## config.mk

```make
export PLATFORM = sky130hd
export DESIGN_NAME = gwp_pin_logic
export DESIGN_NICKNAME = d
export VERILOG_FILES = /design/src/logic/gwp_pkg.sv /design/src/logic/gwp_pin_logic.sv /design/src/logic/gwp_byte_mem.sv
export VERILOG_INCLUDE_DIRS = /design/src /design/src/logic
export SDC_FILE = /design/constraint.sdc
export NUM_CORES = 2
export LEC_CHECK = 0
export BUFFER_PORTS_ARGS = -buffer_cell sky130_fd_sc_hd__buf_2
export CORE_MARGIN = 5
export CORE_UTILIZATION = 50
export DETAILED_ROUTE_END_ITERATION = 10
export GPL_TIMING_DRIVEN = 0
export PLACE_DENSITY = 0.72
export SKIP_CTS_REPAIR_TIMING = 1
export SLEW_MARGIN = 20
export SYNTH_ARGS = -nofsm -noshare
export SYNTH_HDL_FRONTEND = slang
export SYNTH_SLANG_ARGS = --single-unit
```

## constraint.sdc

```tcl
create_clock -name SYS_CLK -period 40.2 [get_ports SYS_CLK]
set_clock_uncertainty 0.2 [all_clocks]
set_input_delay 4.02 -clock SYS_CLK [delete_from_list [all_inputs] [get_ports SYS_CLK]]
set_output_delay 4.02 -clock SYS_CLK [all_outputs]
set_load 0.01 [all_outputs]
```

## src/logic/gwp_defs.svh

```systemverilog
// Constants shared by the gateway pin logic: clocking, timing, offsets and field positions
`ifndef GWP_DEFS_SVH
`define GWP_DEFS_SVH

// System clock and shift clock rates
`define GWP_SYS_CLK_HZ 100000000
`define GWP_SCK_HZ 1000000
// Slowest shift clock the port may run at
`define GWP_SCK_MIN_HZ 150000
// Cycles per shift clock half period (a minimum rate, so the count rounds down)
`define GWP_SR_HALF (`GWP_SYS_CLK_HZ / (2 * `GWP_SCK_HZ))
// Divider cycle within the low phase at which the next output bit is placed
`define GWP_DOUT_AT 7'h01
// Indicator periods in milliseconds
`define GWP_BLINK_PERIOD_MS 2000
`define GWP_FLASH_PERIOD_MS 500
// Cycles after reset release before the straps are taken
`define GWP_CAP_WAIT 2'h2

// Transfer buffer geometry
`define GWP_BYTE_W 8
`define GWP_MEM_AW 5
`define GWP_MEM_DEPTH 32
`define GWP_LEN_W 9
`define GWP_LEN_MAX 9'h100

// Synchroniser lanes
`define GWP_SYNC_W 5
`define GWP_SYNC_RST 5'h1F
`define GWP_SY_DIN 0
`define GWP_SY_BOOT 1
`define GWP_SY_SETUP 2
`define GWP_SY_SVC 3
`define GWP_SY_RXD 4

// Serial port: default divisor gives 9600 baud, last frame bit index is the stop bit
`define GWP_BAUD_W 20
`define GWP_BAUD_RST 20'h028B0
`define GWP_UART_LAST 4'h9

// Register byte offsets
`define GWP_OFS_CTRL 8'h00
`define GWP_OFS_STATUS 8'h04
`define GWP_OFS_OUT_LEN 8'h08
`define GWP_OFS_IN_LEN 8'h0C
`define GWP_OFS_OUT_DATA 8'h10
`define GWP_OFS_OUT_PTR 8'h14
`define GWP_OFS_IN_DATA 8'h18
`define GWP_OFS_IN_PTR 8'h1C
`define GWP_OFS_BAUD 8'h20
`define GWP_OFS_TX_DATA 8'h24
`define GWP_OFS_RX_DATA 8'h28

// Control register fields
`define GWP_CTRL_START 0
`define GWP_CTRL_WINK 1
`define GWP_CTRL_EXCH 2
`define GWP_CTRL_HAS_APP 3
`define GWP_CTRL_HAS_CFG 4

// Status register fields
`define GWP_STAT_SR_BUSY 0
`define GWP_STAT_TX_BUSY 1
`define GWP_STAT_RX_VALID 2
`define GWP_STAT_SVC_REQ 3
`define GWP_STAT_BOOT 4
`define GWP_STAT_SETUP 5

`endif

```

## src/logic/gwp_pkg.sv

```systemverilog
// Types of the gateway pin logic
`default_nettype none
package gwp_pkg;
`include "gwp_defs.svh"

   typedef logic [7:0] gwp_addr_t;
   typedef logic [31:0] gwp_word_t;
   typedef logic [`GWP_BYTE_W-1:0] gwp_byte_t;
   typedef logic [`GWP_MEM_AW-1:0] gwp_ptr_t;
   typedef logic [`GWP_LEN_W-1:0] gwp_len_t;

   typedef enum logic [2:0] {SR_IDLE, SR_LOAD, SR_LOW, SR_HIGH, SR_LATCH} gwp_sr_state_t;

   typedef struct packed {
      gwp_byte_t [`GWP_MEM_DEPTH-1:0] cells;
      gwp_byte_t rd;
   } gwp_mem_st_t;

   typedef struct packed {
      logic [`GWP_SYNC_W-1:0] sync1;
      logic [`GWP_SYNC_W-1:0] sync2;
      logic [1:0] cap_cnt;
      logic captured;
      logic boot_mode;
      logic setup_mode;
      logic wink;
      logic exch;
      logic has_app;
      logic has_cfg;
      gwp_len_t out_len;
      gwp_len_t in_len;
      gwp_ptr_t out_ptr;
      gwp_ptr_t in_ptr;
      logic ow_we;
      gwp_ptr_t ow_addr;
      gwp_byte_t ow_data;
      gwp_sr_state_t sr_state;
      logic [6:0] sr_div;
      gwp_len_t sr_bit;
      gwp_byte_t in_acc;
      logic iw_we;
      gwp_ptr_t iw_addr;
      gwp_byte_t iw_data;
      logic sck;
      logic dout;
      logic ld_in;
      logic ld_out;
      logic svc_prev;
      logic svc_req;
      logic svc_oe;
      logic svc_o;
      logic [26:0] blink_cnt;
      logic blink_ph;
      logic [26:0] flash_cnt;
      logic flash_ph;
      logic lamp;
      logic [`GWP_BAUD_W-1:0] baud_div;
      logic tx_busy;
      logic txd;
      logic de;
      logic [`GWP_BAUD_W-1:0] tx_cnt;
      logic [3:0] tx_bit;
      logic [9:0] tx_sh;
      logic rx_busy;
      logic [`GWP_BAUD_W-1:0] rx_cnt;
      logic [3:0] rx_bit;
      gwp_byte_t rx_sh;
      gwp_byte_t rx_data;
      logic rx_valid;
      gwp_word_t rdata;
   } gwp_st_t;

endpackage : gwp_pkg
`default_nettype wire

```

## src/logic/gwp_pin_logic.sv

```systemverilog
// Pin logic of the fieldbus gateway: shift register port, straps, indicators, serial port
// Operation
// - Rising output latch strobe follows shifted bits
// - Output data leaves most significant bit first
// - Input latch strobe captures before shifting in
// - One shift clock times both directions
// - Boot strap low at start: update mode
// - Setup strap low at start: configuration mode
// - Service button press requests network announcement; the code sees a press only while the indicator is not driving the pin
// - Indicator on without application code
// - Indicator blinks half hertz without configuration
// - Indicator off when fully configured
// - Lamp flashes on button or wink; the code sees the button only while the indicator is not driving the pin
// - Lamp steady after addressed data exchange
// - Driver enable high whole transmit frame
// - Serial rate programmable 110 to 625k baud
// - Serial port carries setup or update traffic
// - Shift port and serial port run concurrently
// - Up to 256 bits, separate lengths
// - Shift clock at least 150 kHz
//
// The register addresses and the plain strobed port were decided locally.
`timescale 1ns/10ps
`default_nettype none
`include "gwp_defs.svh"
module gwp_pin_logic #(
   parameter int BLINK_HALF_CYC = (`GWP_BLINK_PERIOD_MS / 2) * (`GWP_SYS_CLK_HZ / 1000),
   parameter int FLASH_HALF_CYC = (`GWP_FLASH_PERIOD_MS / 2) * (`GWP_SYS_CLK_HZ / 1000)
) (
   // Clock and reset
   input wire logic SYS_CLK,
   input wire logic SYS_RST,
   // Register port
   input wire gwp_pkg::gwp_addr_t ADDR,
   input wire gwp_pkg::gwp_word_t WDATA,
   input wire logic WR,
   input wire logic RD,
   output var gwp_pkg::gwp_word_t RDATA,
   // Shift register port
   output var logic SCK,
   output var logic DOUT,
   input wire logic DIN,
   output var logic LOAD_IN,
   output var logic LOAD_OUT,
   // Start-up straps and captured modes
   input wire logic BOOT_STRAP_N,
   input wire logic SETUP_STRAP_N,
   output var logic BOOT_MODE,
   output var logic SETUP_MODE,
   // Service pin, open drain
   input wire logic SVC_I,
   output var logic SVC_O,
   output var logic SVC_OE,
   // Bus activity lamp
   output var logic BUS_ACTIVITY_LAMP,
   // Asynchronous serial port
   output var logic TXD,
   input wire logic RXD,
   output var logic DRIVER_ENABLE_LINE
);
   import gwp_pkg::*;

   localparam int SR_HALF = `GWP_SR_HALF;
   // Longest legal shift clock half period; a slower clock would starve the chips' users
   localparam int SCK_HALF_MAX = `GWP_SYS_CLK_HZ / (2 * `GWP_SCK_MIN_HZ);

   gwp_st_t st;
   gwp_st_t nx;
   gwp_byte_t out_rd;
   gwp_byte_t in_rd;
   gwp_len_t nbits;
   logic half_end;
   logic pressed;
   logic start_sr;
   logic [`GWP_BAUD_W-1:0] rx_thr;

   // Helper terms of the current state
   assign nbits = (st.out_len > st.in_len) ? st.out_len : st.in_len;
   assign half_end = (st.sr_div == 7'(SR_HALF - 1));
   assign pressed = !st.sync2[`GWP_SY_SVC] && !st.svc_oe;
   assign start_sr = WR && (ADDR == `GWP_OFS_CTRL) && WDATA[`GWP_CTRL_START]
                     && (st.sr_state == SR_IDLE);
   assign rx_thr = (st.rx_bit == '0) ? {1'b0, st.baud_div[`GWP_BAUD_W-1:1]} : st.baud_div;

   // Output bytes: software writes, the shifter reads
   gwp_byte_mem u_out_mem (
      .clk(SYS_CLK),
      .rst(SYS_RST),
      .we(st.ow_we),
      .wa(st.ow_addr),
      .wd(st.ow_data),
      .ra(st.sr_bit[`GWP_LEN_W-2:3]),
      .rd(out_rd)
   );

   // Input bytes: the shifter writes, software reads at the next pointer value
   gwp_byte_mem u_in_mem (
      .clk(SYS_CLK),
      .rst(SYS_RST),
      .we(st.iw_we),
      .wa(st.iw_addr),
      .wd(st.iw_data),
      .ra(nx.in_ptr),
      .rd(in_rd)
   );

   // Next-state logic of the whole block
   always_comb begin
      nx = st;
      nx.sync1 = {RXD, SVC_I, SETUP_STRAP_N, BOOT_STRAP_N, DIN};
      nx.sync2 = st.sync1;
      nx.ow_we = 1'b0;
      nx.iw_we = 1'b0;
      nx.rdata = '0;

      // Straps are taken once, after the synchronisers hold real pin levels
      if (!st.captured) begin
         nx.cap_cnt = st.cap_cnt + 1'b1;
         if (st.cap_cnt == `GWP_CAP_WAIT) begin
            nx.captured = 1'b1;
            nx.boot_mode = !st.sync2[`GWP_SY_BOOT];
            nx.setup_mode = !st.sync2[`GWP_SY_SETUP];
         end
      end

      // Register writes
      if (WR) begin
         case (ADDR)
            `GWP_OFS_CTRL: begin
               nx.wink = WDATA[`GWP_CTRL_WINK];
               nx.exch = WDATA[`GWP_CTRL_EXCH];
               nx.has_app = WDATA[`GWP_CTRL_HAS_APP];
               nx.has_cfg = WDATA[`GWP_CTRL_HAS_CFG];
            end
            `GWP_OFS_STATUS: begin
               if (WDATA[`GWP_STAT_SVC_REQ]) nx.svc_req = 1'b0;
            end
            `GWP_OFS_OUT_LEN: begin
               nx.out_len = (WDATA[`GWP_LEN_W-1:0] > `GWP_LEN_MAX) ? `GWP_LEN_MAX
                            : WDATA[`GWP_LEN_W-1:0];
            end
            `GWP_OFS_IN_LEN: begin
               nx.in_len = (WDATA[`GWP_LEN_W-1:0] > `GWP_LEN_MAX) ? `GWP_LEN_MAX
                           : WDATA[`GWP_LEN_W-1:0];
            end
            `GWP_OFS_OUT_DATA: begin
               nx.ow_we = 1'b1;
               nx.ow_addr = st.out_ptr;
               nx.ow_data = WDATA[`GWP_BYTE_W-1:0];
               nx.out_ptr = st.out_ptr + 1'b1;
            end
            `GWP_OFS_OUT_PTR: nx.out_ptr = WDATA[`GWP_MEM_AW-1:0];
            `GWP_OFS_IN_PTR: nx.in_ptr = WDATA[`GWP_MEM_AW-1:0];
            `GWP_OFS_BAUD: nx.baud_div = WDATA[`GWP_BAUD_W-1:0];
            default: begin
            end
         endcase
      end

      // Register reads, with their side effects
      if (RD) begin
         case (ADDR)
            `GWP_OFS_CTRL: begin
               nx.rdata[`GWP_CTRL_WINK] = st.wink;
               nx.rdata[`GWP_CTRL_EXCH] = st.exch;
               nx.rdata[`GWP_CTRL_HAS_APP] = st.has_app;
               nx.rdata[`GWP_CTRL_HAS_CFG] = st.has_cfg;
            end
            `GWP_OFS_STATUS: begin
               nx.rdata[`GWP_STAT_SR_BUSY] = (st.sr_state != SR_IDLE);
               nx.rdata[`GWP_STAT_TX_BUSY] = st.tx_busy;
               nx.rdata[`GWP_STAT_RX_VALID] = st.rx_valid;
               nx.rdata[`GWP_STAT_SVC_REQ] = st.svc_req;
               nx.rdata[`GWP_STAT_BOOT] = st.boot_mode;
               nx.rdata[`GWP_STAT_SETUP] = st.setup_mode;
            end
            `GWP_OFS_OUT_LEN: nx.rdata[`GWP_LEN_W-1:0] = st.out_len;
            `GWP_OFS_IN_LEN: nx.rdata[`GWP_LEN_W-1:0] = st.in_len;
            `GWP_OFS_OUT_PTR: nx.rdata[`GWP_MEM_AW-1:0] = st.out_ptr;
            `GWP_OFS_IN_PTR: nx.rdata[`GWP_MEM_AW-1:0] = st.in_ptr;
            `GWP_OFS_IN_DATA: begin
               nx.rdata[`GWP_BYTE_W-1:0] = in_rd;
               nx.in_ptr = st.in_ptr + 1'b1;
            end
            `GWP_OFS_BAUD: nx.rdata[`GWP_BAUD_W-1:0] = st.baud_div;
            `GWP_OFS_RX_DATA: begin
               nx.rdata[`GWP_BYTE_W-1:0] = st.rx_data;
               nx.rx_valid = 1'b0;
            end
            default: begin
            end
         endcase
      end

      // Shifter: divider runs in every busy state and wraps each half period
      if (st.sr_state != SR_IDLE) begin
         nx.sr_div = half_end ? '0 : st.sr_div + 1'b1;
      end
      case (st.sr_state)
         SR_IDLE: begin
            if (start_sr) begin
               nx.sr_state = SR_LOAD;
               nx.sr_div = '0;
               nx.sr_bit = '0;
               nx.in_acc = '0;
               nx.ld_in = 1'b0;
            end
         end
         SR_LOAD: begin
            if (half_end) begin
               nx.ld_in = 1'b1;
               nx.sr_state = (nbits == '0) ? SR_IDLE : SR_LOW;
            end
         end
         SR_LOW: begin
            // Place the bit well before the rising edge; memory data settled by now
            if (st.sr_div == `GWP_DOUT_AT) begin
               nx.dout = (st.sr_bit < st.out_len) ? out_rd[~st.sr_bit[2:0]] : 1'b0;
            end
            if (half_end) begin
               if (st.sr_bit < st.in_len) begin
                  nx.in_acc = {st.in_acc[`GWP_BYTE_W-2:0], st.sync2[`GWP_SY_DIN]};
                  if ((&st.sr_bit[2:0]) || (st.sr_bit == st.in_len - 1'b1)) begin
                     nx.iw_we = 1'b1;
                     nx.iw_addr = st.sr_bit[`GWP_LEN_W-2:3];
                     nx.iw_data = nx.in_acc;
                  end
               end
               nx.sck = 1'b1;
               nx.sr_state = SR_HIGH;
            end
         end
         SR_HIGH: begin
            if (half_end) begin
               nx.sck = 1'b0;
               if (st.sr_bit == nbits - 1'b1) begin
                  nx.ld_out = 1'b1;
                  nx.sr_state = SR_LATCH;
               end else begin
                  nx.sr_bit = st.sr_bit + 1'b1;
                  nx.sr_state = SR_LOW;
               end
            end
         end
         SR_LATCH: begin
            if (half_end) begin
               nx.ld_out = 1'b0;
               nx.sr_state = SR_IDLE;
            end
         end
         default: nx.sr_state = SR_IDLE;
      endcase

      // Service button: a press is only visible while the pin is not driven
      nx.svc_prev = pressed;
      if (pressed && !st.svc_prev) nx.svc_req = 1'b1;
      if (st.blink_cnt == 27'(BLINK_HALF_CYC - 1)) begin
         nx.blink_cnt = '0;
         nx.blink_ph = !st.blink_ph;
      end else begin
         nx.blink_cnt = st.blink_cnt + 1'b1;
      end
      if (!st.has_app) nx.svc_oe = 1'b1;
      else if (!st.has_cfg) nx.svc_oe = st.blink_ph;
      else nx.svc_oe = 1'b0;

      // Bus activity lamp: flashing outranks the steady state
      if (st.flash_cnt == 27'(FLASH_HALF_CYC - 1)) begin
         nx.flash_cnt = '0;
         nx.flash_ph = !st.flash_ph;
      end else begin
         nx.flash_cnt = st.flash_cnt + 1'b1;
      end
      if (pressed || st.wink) nx.lamp = st.flash_ph;
      else nx.lamp = st.exch;

      // Transmitter, independent of the shifter; enable spans start to stop bit
      if (WR && (ADDR == `GWP_OFS_TX_DATA) && !st.tx_busy) begin
         nx.tx_busy = 1'b1;
         nx.de = 1'b1;
         nx.tx_sh = {1'b1, WDATA[`GWP_BYTE_W-1:0], 1'b0};
         nx.txd = 1'b0;
         nx.tx_cnt = '0;
         nx.tx_bit = '0;
      end else if (st.tx_busy) begin
         if (st.tx_cnt + 1'b1 >= st.baud_div) begin
            nx.tx_cnt = '0;
            if (st.tx_bit == `GWP_UART_LAST) begin
               nx.tx_busy = 1'b0;
               nx.de = 1'b0;
               nx.txd = 1'b1;
            end else begin
               nx.tx_bit = st.tx_bit + 1'b1;
               nx.tx_sh = {1'b1, st.tx_sh[9:1]};
               nx.txd = st.tx_sh[1];
            end
         end else begin
            nx.tx_cnt = st.tx_cnt + 1'b1;
         end
      end

      // Receiver: samples mid-bit, drops false starts and bad stop bits
      if (!st.rx_busy) begin
         if (!st.sync2[`GWP_SY_RXD]) begin
            nx.rx_busy = 1'b1;
            nx.rx_cnt = '0;
            nx.rx_bit = '0;
         end
      end else if (st.rx_cnt + 1'b1 >= rx_thr) begin
         nx.rx_cnt = '0;
         nx.rx_bit = st.rx_bit + 1'b1;
         if ((st.rx_bit == '0) && st.sync2[`GWP_SY_RXD]) begin
            nx.rx_busy = 1'b0;
         end else if (st.rx_bit == `GWP_UART_LAST) begin
            nx.rx_busy = 1'b0;
            if (st.sync2[`GWP_SY_RXD]) begin
               nx.rx_data = st.rx_sh;
               nx.rx_valid = 1'b1;
            end
         end else if (st.rx_bit != '0) begin
            nx.rx_sh = {st.sync2[`GWP_SY_RXD], st.rx_sh[`GWP_BYTE_W-1:1]};
         end
      end else begin
         nx.rx_cnt = st.rx_cnt + 1'b1;
      end
   end

   // State register; idle levels are high on the input load strobe, serial line and synchronisers, low on the output latch strobe
   always_ff @(posedge SYS_CLK or posedge SYS_RST) begin
      if (SYS_RST) begin
         st <= '0;
         st.sync1 <= `GWP_SYNC_RST;
         st.sync2 <= `GWP_SYNC_RST;
         st.ld_in <= 1'b1;
         st.txd <= 1'b1;
         st.baud_div <= `GWP_BAUD_RST;
         st.sr_state <= SR_IDLE;
      end else begin
         st <= nx;
      end
   end

   // Every output comes from the state register
   assign RDATA = st.rdata;
   assign SCK = st.sck;
   assign DOUT = st.dout;
   assign LOAD_IN = st.ld_in;
   assign LOAD_OUT = st.ld_out;
   assign BOOT_MODE = st.boot_mode;
   assign SETUP_MODE = st.setup_mode;
   assign SVC_O = st.svc_o;
   assign SVC_OE = st.svc_oe;
   assign BUS_ACTIVITY_LAMP = st.lamp;
   assign TXD = st.txd;
   assign DRIVER_ENABLE_LINE = st.de;
endmodule : gwp_pin_logic
`default_nettype wire

```

## src/logic/gwp_byte_mem.sv

```systemverilog
// Byte-wide transfer buffer with one write port and a registered read port
`timescale 1ns/10ps
`default_nettype none
module gwp_byte_mem (
   // Clock and reset
   input wire logic clk,
   input wire logic rst,
   // Write port
   input wire logic we,
   input wire gwp_pkg::gwp_ptr_t wa,
   input wire gwp_pkg::gwp_byte_t wd,
   // Read port
   input wire gwp_pkg::gwp_ptr_t ra,
   output var gwp_pkg::gwp_byte_t rd
);
   import gwp_pkg::*;

   gwp_mem_st_t st;
   gwp_mem_st_t nx;

   // Read returns the old contents when a write hits the same cell
   always_comb begin
      nx = st;
      if (we) begin
         nx.cells[wa] = wd;
      end
      nx.rd = st.cells[ra];
   end

   // State register
   always_ff @(posedge clk or posedge rst) begin
      if (rst) begin
         st <= '0;
      end else begin
         st <= nx;
      end
   end

   assign rd = st.rd;

endmodule : gwp_byte_mem
`default_nettype wire

```

==> flow_summary.ini <==
[floorplan]
core-area_um2 = 78610
start_util_pct = 50.15
rows = 103
die_y_um = 290.8
fp.dieW_um = 290.8
dieArea_um2 = 84560
ios = 92

[setup_path]
crit_chain = buf_2 > nor3_1 > and2_1 > and3_1 > buf_2 > nand2_1 > mux2i_1 > a21oi_1 > buf_2 > buf_2 > buf_2 > mux4_2 > mux2i_1 > mux2i_1 > mux2_2
rrSetupSlack_ns = 34.95
cpMostUsedCell = buf_2
cp_top_family = buffers and inverters
r2r_cells = 17
endpoint_kind = flop
cp.required_ns = 40.54
crit_buf_inv = 5
crit_type = input port to flop
worstPathArrival_ns = 8.12
slowest_delay_ns = 0.42
cp_slowest_cell = buf_2
timing.rr.end = st[61]
worstPathMaxFanout = 10
reg2reg_from = st[50]
critPathLaunchType = input port

[global_routing]
grt_use_met1_pct = 31.28
grt_overflow_total = 0
grt_pass1_wl_um = 150300
grt.met2_usage_pct = 36.03
grt_usage_pct = 22.07
antenna_found_initial = 0
met3_usage_pct = 3.599
top_usage_layer = met2
grt_max_degree = 103
grt_pass1_vias = 26150

[timing]
hold_viol_final = 0
period_share_pct = 19.35
max_freq_mhz = 128.5
rsz0062_at_grt = false
setup_ws_ns = 32.42
finalSetupViolCount = 0
tightest_slew_ns = 1.046
fin_crit_ns = 7.780
fin_tns_setup_ns = 0
slew_headroom_pct = 30.26
slew_violations = 0

[drt]
drtIter0Drc = 1878
via_count = 25440
viasPerCell = 5.823
route.detailed.drc = 0
routedWlPerCell_um = 21.52
dr.pass1.iters = 6
drtAntennaViolNets = 0
drt-total-wl_um = 93980

[finish]
layout_commonest_cell = dfrtp_1
final_cell_mix = 794 x dfrtp_1, 582 x mux2_2, 233 x nand2_1
layout-drive-gt1-share_pct = 31.63
nNetsFinal = 3377
area_growth_pct = 12.80

[power_and_ir_drop]
p_seq_share_pct = 44.4
switching_share_pct = 26.24
p_switching_uw = 516.4
p_leak_uw = 0.02129
peakVddDrop_v = 0.00003523
power_uw = 1968
pwr-share-comb_pct = 12.2
p_clk_share_pct = 43.4
p_int_uw = 1451
p_per_area_nw_per_um2 = 44.25

[synth]
synth-seq-cells = 811
yosysSeqAreaShare_pct = 51.53
synthesis.area_um2 = 39420
ys.flop_type = dfrtp_1
synth_top_area_share_pct = 50.40
syn_area_per_cell_um2 = 12.84
synthTopCellsByArea = dfrtp_1 50%, mux2_2 17%, mux4_2 8.3%
synth_cell_types = 78
synth_edf_count = 0
synthArstFlopShare_pct = 100.0
yosys_warnings = 0
synth_cells = 3071
synth_top_cell_by_area = dfrtp_1

[clock_network]
cts.htree.levels = 3
cts_inserted_buffers = 87
cts_tree = yes
cts-root-buf = clkbuf_16
cts_sinks = 811
clk_latency_ns = 0.65
clk_pin_slew_ns = 0.06
clk_path_buf_depth = 3

[min_path]
hp-class = flop to flop
whs_path_depth = 0
hp-start = nx[288]
min_to = st[288]

[placed_design]
port_buffers = 63
place_ws_ns = 31.78
gp_routability_congestion = 0.8600
dpl.hpwl_um = 66050

[flow_run]
max_cap_viol_count = 0

[status]
outcome = complete, no violations
logic make-up (layout without fill, tap and decap cells):
| logic type | after synthesis | in the layout | share of synthesized area, % |
|---|---|---|---|
| mux | 798 | 798 | 26.75 |
| compound gates | 307 | 307 | 5.145 |
| flops | 811 | 811 | 51.53 |
| buf+inv | 260 | 493 | 2.856 |
| fa+ha+maj | 84 | 84 | 2.666 |
| xor+xnor | 103 | 103 | 2.323 |
| simple gates | 707 | 707 | 8.718 |
| other cells | 1 | 15 | 0.009512 |
stage by stage:
stage / hold WS [ns] / cells / cell area, um^2 / utilization [%]
floorplan: 0.1452 / 3083 / 39470 / -
global placement: 0.1455 / 4196 / 41100 / 52.28
detailed placement: 0.1469 / 4205 / 41350 / 52.60
CTS: 0.1366 / 4366 / 44450 / 56.55
global route: 0.1368 / 4366 / 44460 / 56.56
finish: 0.1289 / 4368 / 44470 / 56.57
layout make-up:
| type | count | area [um^2] |
|---|---|---|
| Tap cell | 1050 | 1314 |
| Inverter | 64 | 247.7 |
| Clock inverter | 39 | 560.5 |
| Buffer | 196 | 889.6 |
| Clock buffer | 122 | 2540 |
| Antenna cell | 2 | 5.005 |
| Fill cell | 6372 | 34140 |
| Sequential cell | 811 | 20320 |
| Multi-Input combinational cell | 2012 | 18030 |
| Timing Repair Buffer | 72 | 563.0 |
power by group through the flow:
| stage | logic [uW] | registers [uW] | clock network, uW |
|---|---|---|---|
| finish | 239 | 874 | 854 |
| global route | 267 | 877 | 905 |
| CTS | 241 | 873 | 870 |
| detailed placement | 239 | 888 | 0 |
| global placement | 231 | 889 | 0 |
| floorplan | 178 | 881 | 0 |
flip-flops by register name (all words and copies together) (netlist names), 5 cells and up:
signal / flops
st: 248
u_in_mem.rd: 8
u_out_mem.rd: 8
nx: 5
u_out_mem.st: 256
RDATA: 20
u_in_mem.st: 256
metal layers:
| layer | wire length, um | share of wire (%) | vias to the layer above |
|---|---|---|---|
| met5 | 0 | 0 | - |
| met4 | 2298 | 2.4 | 0 |
| met3 | 5065 | 5.4 | 158 |
| met2 | 44750 | 48 | 668 |
| met1 | 41860 | 45 | 13170 |
| li1 | - | - | 11440 |
worst max path at each step:
| stage | slack (ns) | startpoint | to | cells past startpoint |
|---|---|---|---|---|
| finish | 32.42 | ADDR[5] | u_in_mem.rd[4] | 15 |
| detailed placement | 31.78 | ADDR[5] | u_in_mem.rd[4] | 15 |
| CTS | 32.48 | ADDR[5] | u_in_mem.rd[4] | 15 |
| global placement | 4.32 | SYS_RST | u_out_mem.st[40] | 2 |
| floorplan | 13.23 | SYS_RST | BOOT_MODE | 1 |
| global route | 32.26 | ADDR[5] | u_in_mem.rd[4] | 15 |
cells in the mapped netlist (34+ instances only):
cell and count:
a21o_1 36, a21oi_1 74, and3_1 53, buf_4 34
clkbuf_1 130, dfrtp_1 794, ha_1 84, inv_1 64
mux2_2 582, mux2i_1 67, mux4_2 146, nand2_1 233
nand2b_1 36, nand3_1 75, nor2_1 158, o21ai_0 77
xnor2_1 58, xor2_1 44
Note: power is estimated with default switching activity, not from simulation.
